File: src/verilog/csfd_pkg.sv
// Package for the card-specific field encoder: offsets, layouts, resets.
// Assumes a 32-bit APB slave with word-aligned registers.
package csfd_pkg;

  localparam int ADDR_W = 12;
  localparam int IMAGE_W = 81;

  // Register byte offsets
  localparam logic [ADDR_W-1:0] OFS_TIMING = 12'h000;
  localparam logic [ADDR_W-1:0] OFS_FORMAT = 12'h004;
  localparam logic [ADDR_W-1:0] OFS_POWER = 12'h008;
  localparam logic [ADDR_W-1:0] OFS_STATUS = 12'h00C;
  localparam logic [ADDR_W-1:0] OFS_DRIVER = 12'h010;

  // Code limits and fixed values
  localparam logic [1:0] STRUCT_EXT = 2'h3;
  localparam logic [3:0] SPEC_V4 = 4'h4;
  localparam logic [3:0] SPEC_FIRST_RSVD = 4'h5;
  localparam logic [3:0] SIZE_FACTOR_RSVD = 4'h0;
  localparam logic [2:0] FREQ_FIRST_RSVD = 3'h4;
  localparam logic [3:0] BLEN_FIRST_RSVD = 4'hC;
  localparam logic [7:0] RATE_V4 = 8'h2A;

  // Access-time or transfer-rate byte
  typedef struct packed {
    logic reserved;
    logic [3:0] multiplier;
    logic [2:0] unit;
  } csfd_rate_t;

  // Word at OFS_TIMING
  typedef struct packed {
    csfd_rate_t transfer_rate;
    logic [7:0] clocked_access_cycles;
    csfd_rate_t async_access_time;
    logic [1:0] reserved;
    logic [3:0] spec_version;
    logic [1:0] structure_version_code;
  } csfd_timing_t;

  // Word at OFS_FORMAT
  typedef struct packed {
    logic [7:0] reserved;
    logic [3:0] write_block_bytes_exp;
    logic driver_stage_present;
    logic read_boundary_cross_ok;
    logic write_boundary_cross_ok;
    logic partial_read_allowed;
    logic [3:0] read_block_bytes_exp;
    logic [11:0] command_class_mask;
  } csfd_format_t;

  // Word at OFS_POWER
  typedef struct packed {
    logic [4:0] reserved;
    logic [2:0] device_size_scale;
    logic [2:0] write_current_high_supply;
    logic [2:0] write_current_low_supply;
    logic [2:0] read_current_high_supply;
    logic [2:0] read_current_low_supply;
    logic [11:0] device_size;
  } csfd_power_t;

  // Code check results, word at OFS_STATUS
  typedef struct packed {
    logic [22:0] reserved;
    logic currents_apply;
    logic rate_forced;
    logic wblen_rsvd;
    logic blen_rsvd;
    logic rate_size_factor_rsvd;
    logic rate_unit_rsvd;
    logic async_size_factor_rsvd;
    logic spec_rsvd;
    logic struct_ext;
  } csfd_status_t;

  // Register image, bit 80 is the top bit of the card register
  typedef struct packed {
    logic [1:0] structure_version_code;
    logic [3:0] spec_version;
    logic [1:0] rsvd_a;
    csfd_rate_t async_access_time;
    logic [7:0] clocked_access_cycles;
    csfd_rate_t transfer_rate;
    logic [11:0] command_class_mask;
    logic [3:0] read_block_bytes_exp;
    logic partial_read_allowed;
    logic write_boundary_cross_ok;
    logic read_boundary_cross_ok;
    logic driver_stage_present;
    logic [1:0] rsvd_b;
    logic [11:0] device_size;
    logic [2:0] read_current_low_supply;
    logic [2:0] read_current_high_supply;
    logic [2:0] write_current_low_supply;
    logic [2:0] write_current_high_supply;
    logic [2:0] device_size_scale;
  } csfd_image_t;

  // Reset values: structure 1.2, spec 4.x, 1.5 ms, 100 cycles, 20 MHz,
  // classes 0,2,4-7, 512-byte blocks, 60 mA / 80 mA
  localparam csfd_timing_t TIMING_RST = 32'h2A01_2612;
  localparam csfd_format_t FORMAT_RST = 32'h0090_90F5;
  localparam csfd_power_t POWER_RST = 32'h00DB_6000;
  localparam logic [15:0] DRIVER_RST = 16'h0404;

endpackage : csfd_pkg

File: src/verilog/csfd_code_check.sv
// Flags reserved or substituted codes in the written field words.
// Purely combinational; the caller registers the result.
`timescale 1ns/1ps
module csfd_code_check (
  // Field words
  input wire csfd_pkg::csfd_timing_t timing,
  input wire csfd_pkg::csfd_format_t format,
  // Mode
  input wire logic hs_mode,
  // Result
  output csfd_pkg::csfd_status_t status
);

  always_comb begin
    status = '0;
    status.struct_ext = timing.structure_version_code
      == csfd_pkg::STRUCT_EXT;
    status.spec_rsvd = timing.spec_version
      >= csfd_pkg::SPEC_FIRST_RSVD;
    status.async_size_factor_rsvd = timing.async_access_time.multiplier
      == csfd_pkg::SIZE_FACTOR_RSVD;
    status.rate_unit_rsvd = timing.transfer_rate.unit
      >= csfd_pkg::FREQ_FIRST_RSVD;
    status.rate_size_factor_rsvd = timing.transfer_rate.multiplier
      == csfd_pkg::SIZE_FACTOR_RSVD;
    status.blen_rsvd = format.read_block_bytes_exp
      >= csfd_pkg::BLEN_FIRST_RSVD;
    status.wblen_rsvd = format.write_block_bytes_exp
      >= csfd_pkg::BLEN_FIRST_RSVD;
    status.rate_forced = (timing.spec_version >= csfd_pkg::SPEC_V4)
      && (timing.transfer_rate != csfd_pkg::RATE_V4);
    status.currents_apply = !hs_mode;
  end

endmodule : csfd_code_check

File: src/verilog/csfd_encoder.sv
// Card-specific field encoder: APB-programmed fields packed into the
// top 81 bits of the card register image, with code checks.
// Assumes an APB master on clk_sys and a synchronous hs_mode level.
//
// What this block does
// - Structure code 0..2, 3 means extended
// - Spec code 0..4, 5..15 reserved
// - Access-time unit in bits 2:0, bit7 reserved
// - Access-time multiplier bits 6:3, zero reserved
// - Clocked access byte counts hundreds of cycles
// - Spec 4 or later reports rate 0x2A
// - Rate unit bits 2:0, 4..7 reserved
// - Rate multiplier bits 6:3, zero reserved
// - Class mask bit n means class n
// - Block length is two to code, 12+ reserved
// - Partial read flag permits smaller blocks
// - Write crossing flag permits boundary spans
// - Read crossing flag permits boundary spans
// - Driver flag set only with driver register
// - Size scale code gives factor two^(code+2)
// - Low-supply current codes, three bits
// - High-supply current codes, three bits
// - Current codes valid outside high-speed only
// - Fields are binary, leftmost bit most significant
`timescale 1ns/1ps
module csfd_encoder (
  // Clock and reset
  input wire logic clk_sys,
  input wire logic resetn,
  // APB slave
  input wire logic psel,
  input wire logic penable,
  input wire logic pwrite,
  input wire logic [csfd_pkg::ADDR_W-1:0] paddr,
  input wire logic [31:0] pwdata,
  output logic [31:0] prdata,
  output logic pready,
  output logic pslverr,
  // Card side
  input wire logic hs_mode,
  output csfd_pkg::csfd_image_t card_specific_register,
  output logic driver_stage_present,
  output logic [15:0] driver_stage
);

  ////////////////////////////////////////////////////////////////////////
  // Storage

  csfd_pkg::csfd_timing_t timing_q;
  csfd_pkg::csfd_format_t format_q;
  csfd_pkg::csfd_power_t power_q;
  csfd_pkg::csfd_status_t status_d;
  csfd_pkg::csfd_status_t status_q;
  csfd_pkg::csfd_image_t image_d;
  csfd_pkg::csfd_image_t image_q;
  logic [15:0] driver_q;
  logic [31:0] prdata_q;
  logic [31:0] rdata_d;
  logic pready_q;
  logic pslverr_q;
  logic mapped_d;
  logic access;
  logic wr_en;
  logic rd_take;

  ////////////////////////////////////////////////////////////////////////
  // APB handshake: one wait state, answer on the second access cycle

  assign access = psel && penable;
  assign rd_take = access && !pready_q;
  assign wr_en = access && pready_q && pwrite;

  always_comb begin
    mapped_d = 1'b1;
    rdata_d = '0;
    case (paddr)
      csfd_pkg::OFS_TIMING: rdata_d = timing_q;
      csfd_pkg::OFS_FORMAT: rdata_d = format_q;
      csfd_pkg::OFS_POWER: rdata_d = power_q;
      csfd_pkg::OFS_STATUS: rdata_d = status_q;
      // Reads as zero when no driver stage exists
      csfd_pkg::OFS_DRIVER: begin
        rdata_d = format_q.driver_stage_present
          ? {16'h0000, driver_q} : 32'h0000_0000;
      end
      default: begin
        mapped_d = 1'b0;
      end
    endcase
  end

  always_ff @(posedge clk_sys or negedge resetn) begin
    if (!resetn) begin
      pready_q <= 1'b0;
    end else begin
      pready_q <= rd_take;
    end
  end

  always_ff @(posedge clk_sys or negedge resetn) begin
    if (!resetn) begin
      prdata_q <= 32'h0000_0000;
      pslverr_q <= 1'b0;
    end else if (rd_take) begin
      prdata_q <= pwrite ? 32'h0000_0000 : rdata_d;
      pslverr_q <= !mapped_d;
    end else begin
      pslverr_q <= 1'b0;
    end
  end

  ////////////////////////////////////////////////////////////////////////
  // Field registers, reserved bits forced to zero

  always_ff @(posedge clk_sys or negedge resetn) begin
    if (!resetn) begin
      timing_q <= csfd_pkg::TIMING_RST;
    end else if (wr_en && paddr == csfd_pkg::OFS_TIMING) begin
      timing_q <= pwdata;
      timing_q.reserved <= '0;
      timing_q.async_access_time.reserved <= 1'b0;
      timing_q.transfer_rate.reserved <= 1'b0;
    end
  end

  always_ff @(posedge clk_sys or negedge resetn) begin
    if (!resetn) begin
      format_q <= csfd_pkg::FORMAT_RST;
    end else if (wr_en && paddr == csfd_pkg::OFS_FORMAT) begin
      format_q <= pwdata;
      format_q.reserved <= '0;
    end
  end

  always_ff @(posedge clk_sys or negedge resetn) begin
    if (!resetn) begin
      power_q <= csfd_pkg::POWER_RST;
    end else if (wr_en && paddr == csfd_pkg::OFS_POWER) begin
      power_q <= pwdata;
      power_q.reserved <= '0;
    end
  end

  // Driver stage register exists only while the flag is set
  always_ff @(posedge clk_sys or negedge resetn) begin
    if (!resetn) begin
      driver_q <= csfd_pkg::DRIVER_RST;
    end else if (wr_en && paddr == csfd_pkg::OFS_DRIVER
                 && format_q.driver_stage_present) begin
      driver_q <= pwdata[15:0];
    end
  end

  ////////////////////////////////////////////////////////////////////////
  // Code checks

  csfd_code_check u_check (
    .timing(timing_q),
    .format(format_q),
    .hs_mode(hs_mode),
    .status(status_d)
  );

  always_ff @(posedge clk_sys or negedge resetn) begin
    if (!resetn) begin
      status_q <= '0;
    end else begin
      status_q <= status_d;
    end
  end

  ////////////////////////////////////////////////////////////////////////
  // Image packing, most significant field at the top

  always_comb begin
    image_d = '0;
    image_d.structure_version_code = timing_q.structure_version_code;
    image_d.spec_version = timing_q.spec_version;
    image_d.async_access_time.unit =
      timing_q.async_access_time.unit;
    image_d.async_access_time.multiplier =
      timing_q.async_access_time.multiplier;
    image_d.clocked_access_cycles = timing_q.clocked_access_cycles;
    image_d.transfer_rate.unit = timing_q.transfer_rate.unit;
    image_d.transfer_rate.multiplier =
      timing_q.transfer_rate.multiplier;
    if (timing_q.spec_version >= csfd_pkg::SPEC_V4) begin
      image_d.transfer_rate = csfd_pkg::RATE_V4;
    end
    image_d.command_class_mask = format_q.command_class_mask;
    image_d.read_block_bytes_exp = format_q.read_block_bytes_exp;
    image_d.partial_read_allowed = format_q.partial_read_allowed;
    image_d.write_boundary_cross_ok =
      format_q.write_boundary_cross_ok;
    image_d.read_boundary_cross_ok = format_q.read_boundary_cross_ok;
    image_d.driver_stage_present = format_q.driver_stage_present;
    image_d.device_size = power_q.device_size;
    image_d.read_current_low_supply =
      power_q.read_current_low_supply;
    image_d.write_current_low_supply =
      power_q.write_current_low_supply;
    image_d.read_current_high_supply =
      power_q.read_current_high_supply;
    image_d.write_current_high_supply =
      power_q.write_current_high_supply;
    image_d.device_size_scale = power_q.device_size_scale;
  end

  always_ff @(posedge clk_sys or negedge resetn) begin
    if (!resetn) begin
      image_q <= '0;
    end else begin
      image_q <= image_d;
    end
  end

  ////////////////////////////////////////////////////////////////////////
  // Outputs

  assign prdata = prdata_q;
  assign pready = pready_q;
  assign pslverr = pslverr_q;
  assign card_specific_register = image_q;
  assign driver_stage_present = image_q.driver_stage_present;
  assign driver_stage = driver_q;

  ////////////////////////////////////////////////////////////////////////
  // Assertions

  // Image and status hold reset zeros until the first edge after release
  logic image_live_q;

  always_ff @(posedge clk_sys or negedge resetn) begin
    if (!resetn) begin
      image_live_q <= 1'b0;
    end else begin
      image_live_q <= 1'b1;
    end
  end
endmodule : csfd_encoder

File: config.mk
export PLATFORM = sky130hd
export DESIGN_NAME = csfd_encoder
export DESIGN_NICKNAME = d
export VERILOG_FILES = /design/src/verilog/csfd_pkg.sv /design/src/verilog/csfd_code_check.sv /design/src/verilog/csfd_encoder.sv
export SDC_FILE = /design/constraint.sdc
export NUM_CORES = 1
export LEC_CHECK = 0
export BUFFER_PORTS_ARGS = -buffer_cell sky130_fd_sc_hd__buf_2
export CAP_MARGIN = 10
export CELL_PAD_IN_SITES_DETAIL_PLACEMENT = 0
export CELL_PAD_IN_SITES_GLOBAL_PLACEMENT = 1
export CORE_UTILIZATION = 44
export DETAILED_ROUTE_END_ITERATION = 16
export PLACE_DENSITY_LB_ADDON = 0.1
export SYNTH_ARGS = -nofsm -noshare
export SYNTH_HDL_FRONTEND = slang
export SYNTH_SLANG_ARGS = --single-unit
File: constraint.sdc
create_clock -name clk_sys -period 2.1 [get_ports clk_sys]
set_input_delay 0.42 -clock clk_sys [delete_from_list [all_inputs] [get_ports clk_sys]]
set_output_delay 0.42 -clock clk_sys [all_outputs]
set_load 0.01 [all_outputs]
Yosys cells after proc, flatten, opt, wreduce, memory -nomap -nowiden
Cells that the tools add are included.
{"block": "word_totals", "output_inout_bits": 132, "elab_cells": 87, "input_bits": 50, "ff_bits": 214}
{"block": "op_classes", "n_reduce_logical": 17, "n_mux": 6, "n_eq_ne": 6, "magnitude_cmp": 5}
{"operator": "31-bit case mux with 5 select lines", "n": 1}
{"operator": "32-bit 2-to-1 mux", "n": 1}
{"operator": "12-bit by 4-bit == test with 1-bit output (second input constant)", "n": 2}
{"operator": "16-bit 2-to-1 mux", "n": 1}
{"operator": "12-bit by 3-bit == test with 1-bit output (second input constant)", "n": 1}
{"operator": "12-bit by 5-bit == test with 1-bit output (second input constant)", "n": 1}
{"operator": "12-bit logical NOT", "n": 1}
{"operator": "1-bit logical AND", "n": 10}
{"operator": "4-bit by 3-bit greater-or-equal comparator with 1-bit output (second input constant)", "n": 2}
{"operator": "4-bit greater-or-equal comparator (second input constant)", "n": 2}
{"operator": "4-bit logical NOT", "n": 2}
{"operator": "7-bit 2-to-1 mux", "n": 1}
{"operator": "7-bit by 6-bit != test with 1-bit output (second input constant)", "n": 1}
{"operator": "5-bit OR reduction", "n": 1}
{"operator": "3-bit greater-or-equal comparator (second input constant)", "n": 1}
{"operator": "1-bit logical NOT", "n": 3}
{"operator": "2-bit == test (second input constant)", "n": 1}
{"operator": "1-bit 2-to-1 mux", "n": 2}

Longest topological paths before layout
{"block": "depth", "word_depth": 5, "ltp_mapped": 7, "ltp_nobuf": 5}

Modules after synthesis
A second synthesis with hierarchy kept.
{"block": "hier_totals", "hier_cells": 555, "hier_area_um2": 8788.4}
{"module": "csfd_encoder", "instances": 1, "area_per_inst_um2": 8530.7, "seq_area_each_um2": 5941.9, "cells_per_inst": 518}
{"module": "csfd_code_check", "instances": 1, "area_per_inst_um2": 257.7, "seq_area_each_um2": 0.0, "cells_per_inst": 37}

Worst setup path after synthesis
OpenSTA, ideal clock, no wires.
{"block": "synth_path", "kind": "input to register", "from": "input port paddr[9] in the netlist's numbering", "to": "register driver_q[11] (netlist: driver_stage[11])", "n_path_buf": 1, "t_required_ns": 1.975, "path_stages": 5, "setup_ns": 0.125, "slack_ns": -0.008, "t_arrival_ns": 1.983, "cell_sequence": "or4_4 -> nor2_1 -> nor4b_4 -> buf_6 -> mux2_2"}
{"block": "synth_between", "elab_chain_len": 3}
{"item": "start: declaration", "line_no": "csfd_encoder.sv:34", "source": "input wire logic [csfd_pkg::ADDR_W-1:0] paddr,"}
{"item": "12-bit by 5-bit == test with 1-bit output", "line_no": "csfd_encoder.sv:148", "source": "end else if (wr_en && paddr == csfd_pkg::OFS_DRIVER"}
{"item": "1-bit logical AND", "line_no": "csfd_encoder.sv:148"}
{"item": "1-bit logical AND", "line_no": "csfd_encoder.sv:149", "source": "&& format_q.driver_stage_present) begin"}
{"item": "end signal: assignment", "line_no": "csfd_encoder.sv:147", "source": "driver_q <= csfd_pkg::DRIVER_RST;"}
{"item": "end signal: assignment", "line_no": "csfd_encoder.sv:150", "source": "driver_q <= pwdata[15:0];"}
{"item": "end: declaration", "line_no": "csfd_encoder.sv:56", "source": "logic [15:0] driver_q;"}
No other way between the ends.
A chain may end at the register's enable or synchronous reset.

Worst setup path after layout
{"block": "layout_path", "from": "register pready_q (netlist: pready)", "to": "register driver_q[4] (netlist: driver_stage[4])"}
{"block": "layout_between", "elab_chain_len": 4}
{"item": "start: declaration", "line_no": "csfd_encoder.sv:59", "source": "logic pready_q;"}
{"item": "start signal: assignment", "line_no": "csfd_encoder.sv:96", "source": "pready_q <= rd_take;"}
{"item": "1-bit logical AND (2 in a row)", "line_no": "csfd_encoder.sv:71", "source": "assign wr_en = access && pready_q && pwrite;"}
{"item": "1-bit logical AND", "line_no": "csfd_encoder.sv:148"}
{"item": "1-bit logical AND", "line_no": "csfd_encoder.sv:149"}
No other way between the ends.

==> run_results.csv <==
group,metric,value,unit
drt,drc_errors,0,
power_and_ir_drop,power.internal,6427,uW
clocking,clockBufferDepth,3,
clocking,cts_setup_buffers,0,
final_layout,fin_nets,771,
sta,drv_slew,0,
power_and_ir_drop,switching_power,1717,uW
power_and_ir_drop,total_power,8143,uW
sta,fin_crit_sh,80.85,%
power_and_ir_drop,power_density,819.1,mW/mm^2
floorplan,io_pins,182,
power_and_ir_drop,leakage,0.005227,uW
sta,final.setup.tns,0,ns
setup_path,worst-path-stages,4,
setup_path,worstPathMaxFanout,16,
final_layout,nFillCells,1438,
setup_path,cp-start-kind,"flip-flop",
sta,setup_viol_count_final,0,
setup_path,critPathBufInv,1,
setup_path,cp_top_family,"simple AND/OR/NAND/NOR gates",
power_and_ir_drop,comb_power_share,4.0,%
power_and_ir_drop,p_sw_share,21.08,%
setup_path,reg2reg_slack,0.40,ns
setup_path,cp_slowest_cell,"dfrtp_1",
placed_design,port_buffers,173,
sta,hold_ws,0.06940,ns
placed_design,dp_hpwl,13040,um
sta,finalClockSkew,0.01687,ns
final_layout,drive_gt1_share,52.52,%
final_layout,antenna_cells,0,
setup_path,r2r-start,"pready",
power_and_ir_drop,clockPowerShare,45.5,%
drt,num_vias,4984,
clocking,clockRootBuffer,"clkbuf_16",
yosys,ys_warn_count,0,
sta,hold_viol,0,
setup_path,startpoint,"pready",
yosys,synth_cell_type_count,42,
final_layout,stdcell_count,960,
grt,grt_pass1_vias,5183,
drt,drt-initial-drc-count,250,
sta,worst_pin_slew,0.5324,ns
sta,grt_setup_unrepaired,"false",
clocking,ctsHtreeMaxLevel,1,
floorplan,core_area,0.01736,mm^2
floorplan,dieArea,0.01838,mm^2
final_layout,utilization,57.28,%
yosys,syn_avg_cell_area,15.21,um^2
floorplan,die_w,135.6,um
drt,ant_nets,0,
final_layout,final_cell_mix,"dfrtp_1 (183), buf_2 (172), mux2_2 (98)",
final_layout,final_common_cell,"dfrtp_1",
setup_path,worstSetupEndpoint,"driver_stage[4]",
drt,wl,19210,um
setup_path,worstPathRequired,2.46,ns
setup_path,path_class,"flip-flop to flip-flop",
yosys,synth.cell_area,0.007850,mm^2
setup_path,r2r_cells,4,
setup_path,end_kind,"flip-flop",
yosys,synthCells,516,
sta,period_minus_slack,1.698,ns
yosys,ys_ff_latch,212,
clocking,clock_sinks,212,
setup_path,r2r_end,"driver_stage[4]",
power_and_ir_drop,vdd_drop_max,0.0005694,V
worst_hold_path,min_path_type,"input pin to flip-flop",
grt,grt_max_degree,54,
floorplan,row_count,48,
grt,grt_pass1_wl,29790,um
drt,wl_per_cell,20.01,um
sta,fmax,589.0,MHz
clocking,postCtsHoldBufs,1,
sta,slew-limit-headroom,64.38,%
clocking,post_cts_resized,0,
job,drv_cap,0,
clocking,clk_latency,0.49,ns
floorplan,die_height,135.6,um
setup_path,crit_path_max_incr_delay,0.43,ns
run_status,status,"complete, no violations",
final_layout,syn2layout_area_growth,26.65,%
yosys,ys_seq_area_share,68.04,%
placed_design,gp_congestion,0.7991,
floorplan,start_util,45.23,%
grt,grt-ovfl-total,0,
clocking,clk_pin_slew,0.06,ns
grt,grt_usage,21.64,%
setup_path,crit_chain,"nand4_1 -> nor4b_4 -> buf_12 -> mux2_2",
power_and_ir_drop,p_seq_share,50.5,%
setup_path,worstPathArrival,2.06,ns
clocking,numCtsBuffers,21,
placed_design,placedCellCount,922,
drt,dr.pass1.iters,6,
grt,antenna_found_initial,0,
clocking,cts_tree,"built",
drt,vias_per_cell,5.192,
[worst min-delay path by stage]
stage                startpoint                         end  slack (ns)  cells past startpoint
floorplan                resetn   card_specific_register[0]        0.12                      0
global placement    image_d[20]  card_specific_register[20]        0.37                      0
detailed placement  image_d[15]  card_specific_register[15]        0.38                      0
CTS                     hs_mode                 status_q[8]        0.05                      2
global route            hs_mode                 status_q[8]        0.06                      2
finish                  hs_mode                 status_q[8]        0.07                      2
[routing by layer]
metal	share of wire, %	global-route usage, %
met1	41	28.93
met2	51	36.56
met3	6.1	3.816
met4	1.8	5.306
met5	0	0
[power by group through the flow]
stage                     Clock [uW]  Combinational, uW  Sequential, uW
after CTS                       3800                332            4120
final                           3700                324            4120
after global placement             0                323            4190
after global routing            3960                359            4110
after detailed placement           0                329            4190
after floorplan                    0               96.1            4200
[kinds of logic (layout without fill, tap and decap cells)]
logic type      after synthesis  in the layout  synth area share (%)
buf+inv                      34            247                 2.359
compound gates               75             75                 6.089
mux                         116            116                 17.50
other cells                   1              7               0.04777
flops                       212            212                 68.04
simple gates                 78             78                 5.961
[cell type report]
type	instances	area (um^2)	share of cell area [%]
Clock buffer	34	644.4	6.481
Tap cell	225	281.5	2.832
Clock inverter	3	42.54	0.4279
Inverter	2	7.507	0.07551
Timing Repair Buffer	208	1265	12.72
Multi-Input combinational cell	276	2360	23.74
Sequential cell	212	5341	53.73
[Yosys cell counts (all sizes together)]
cell     instances  area [um^2]
a21oi           24        120.1
a222oi           5        50.05
a22o             3        26.28
a22oi            8        60.06
a2bb2oi          5        43.79
a31oi            1        6.260
a32oi            6        52.55
and2             8        50.05
and3             1        6.260
and4             1        8.760
buf             17        121.4
clkbuf          15        56.30
conb             1        3.750
dfrtp          183         4579
dfstp           29        762.0
inv              2        7.510
mux2           100         1126
mux2i            9        90.09
mux4             7        157.7
nand2           24        90.09
nand2b           1        6.260
nand3            4        30.03
nand4            2        12.51
nand4bb          1        11.26
nor2            16        60.06
nor2b            2        12.51
nor3             1        16.27
nor4             5        58.80
nor4b            1        23.77
nor4bb           2        20.02
o21ai           22        110.1
o2bb2ai          1        8.760
or2              3        18.77
or3              5        31.28
or4              1        11.26
[flip-flops by register name (all words and copies together), names as in the netlist]
| name | cells |
|---|---|
| card_specific_register | 74 |
| driver_stage | 16 |
| driver_stage_present | 1 |
| format_q | 24 |
| image_d | 48 |
| prdata | 31 |
| pready | 1 |
| pslverr | 1 |
| status_q | 9 |
| timing_q | 7 |
[per-stage QoR]
step,setup WS (ns),instance area (um^2)
after global placement,-0.06804,9245
after global routing,0.3260,9942
after detailed placement,-0.09734,9245
after floorplan,0.008557,7873
final,0.4021,9942
after CTS,0.3989,9942
[worst register-to-register path, cell delays in order (launching register included)]
cell     delay [ns]
dfrtp_1        0.43
nand4_1        0.26
nor4b_4        0.33
buf_12         0.22
mux2_2         0.34
Power figures use the tool's default switching activity.
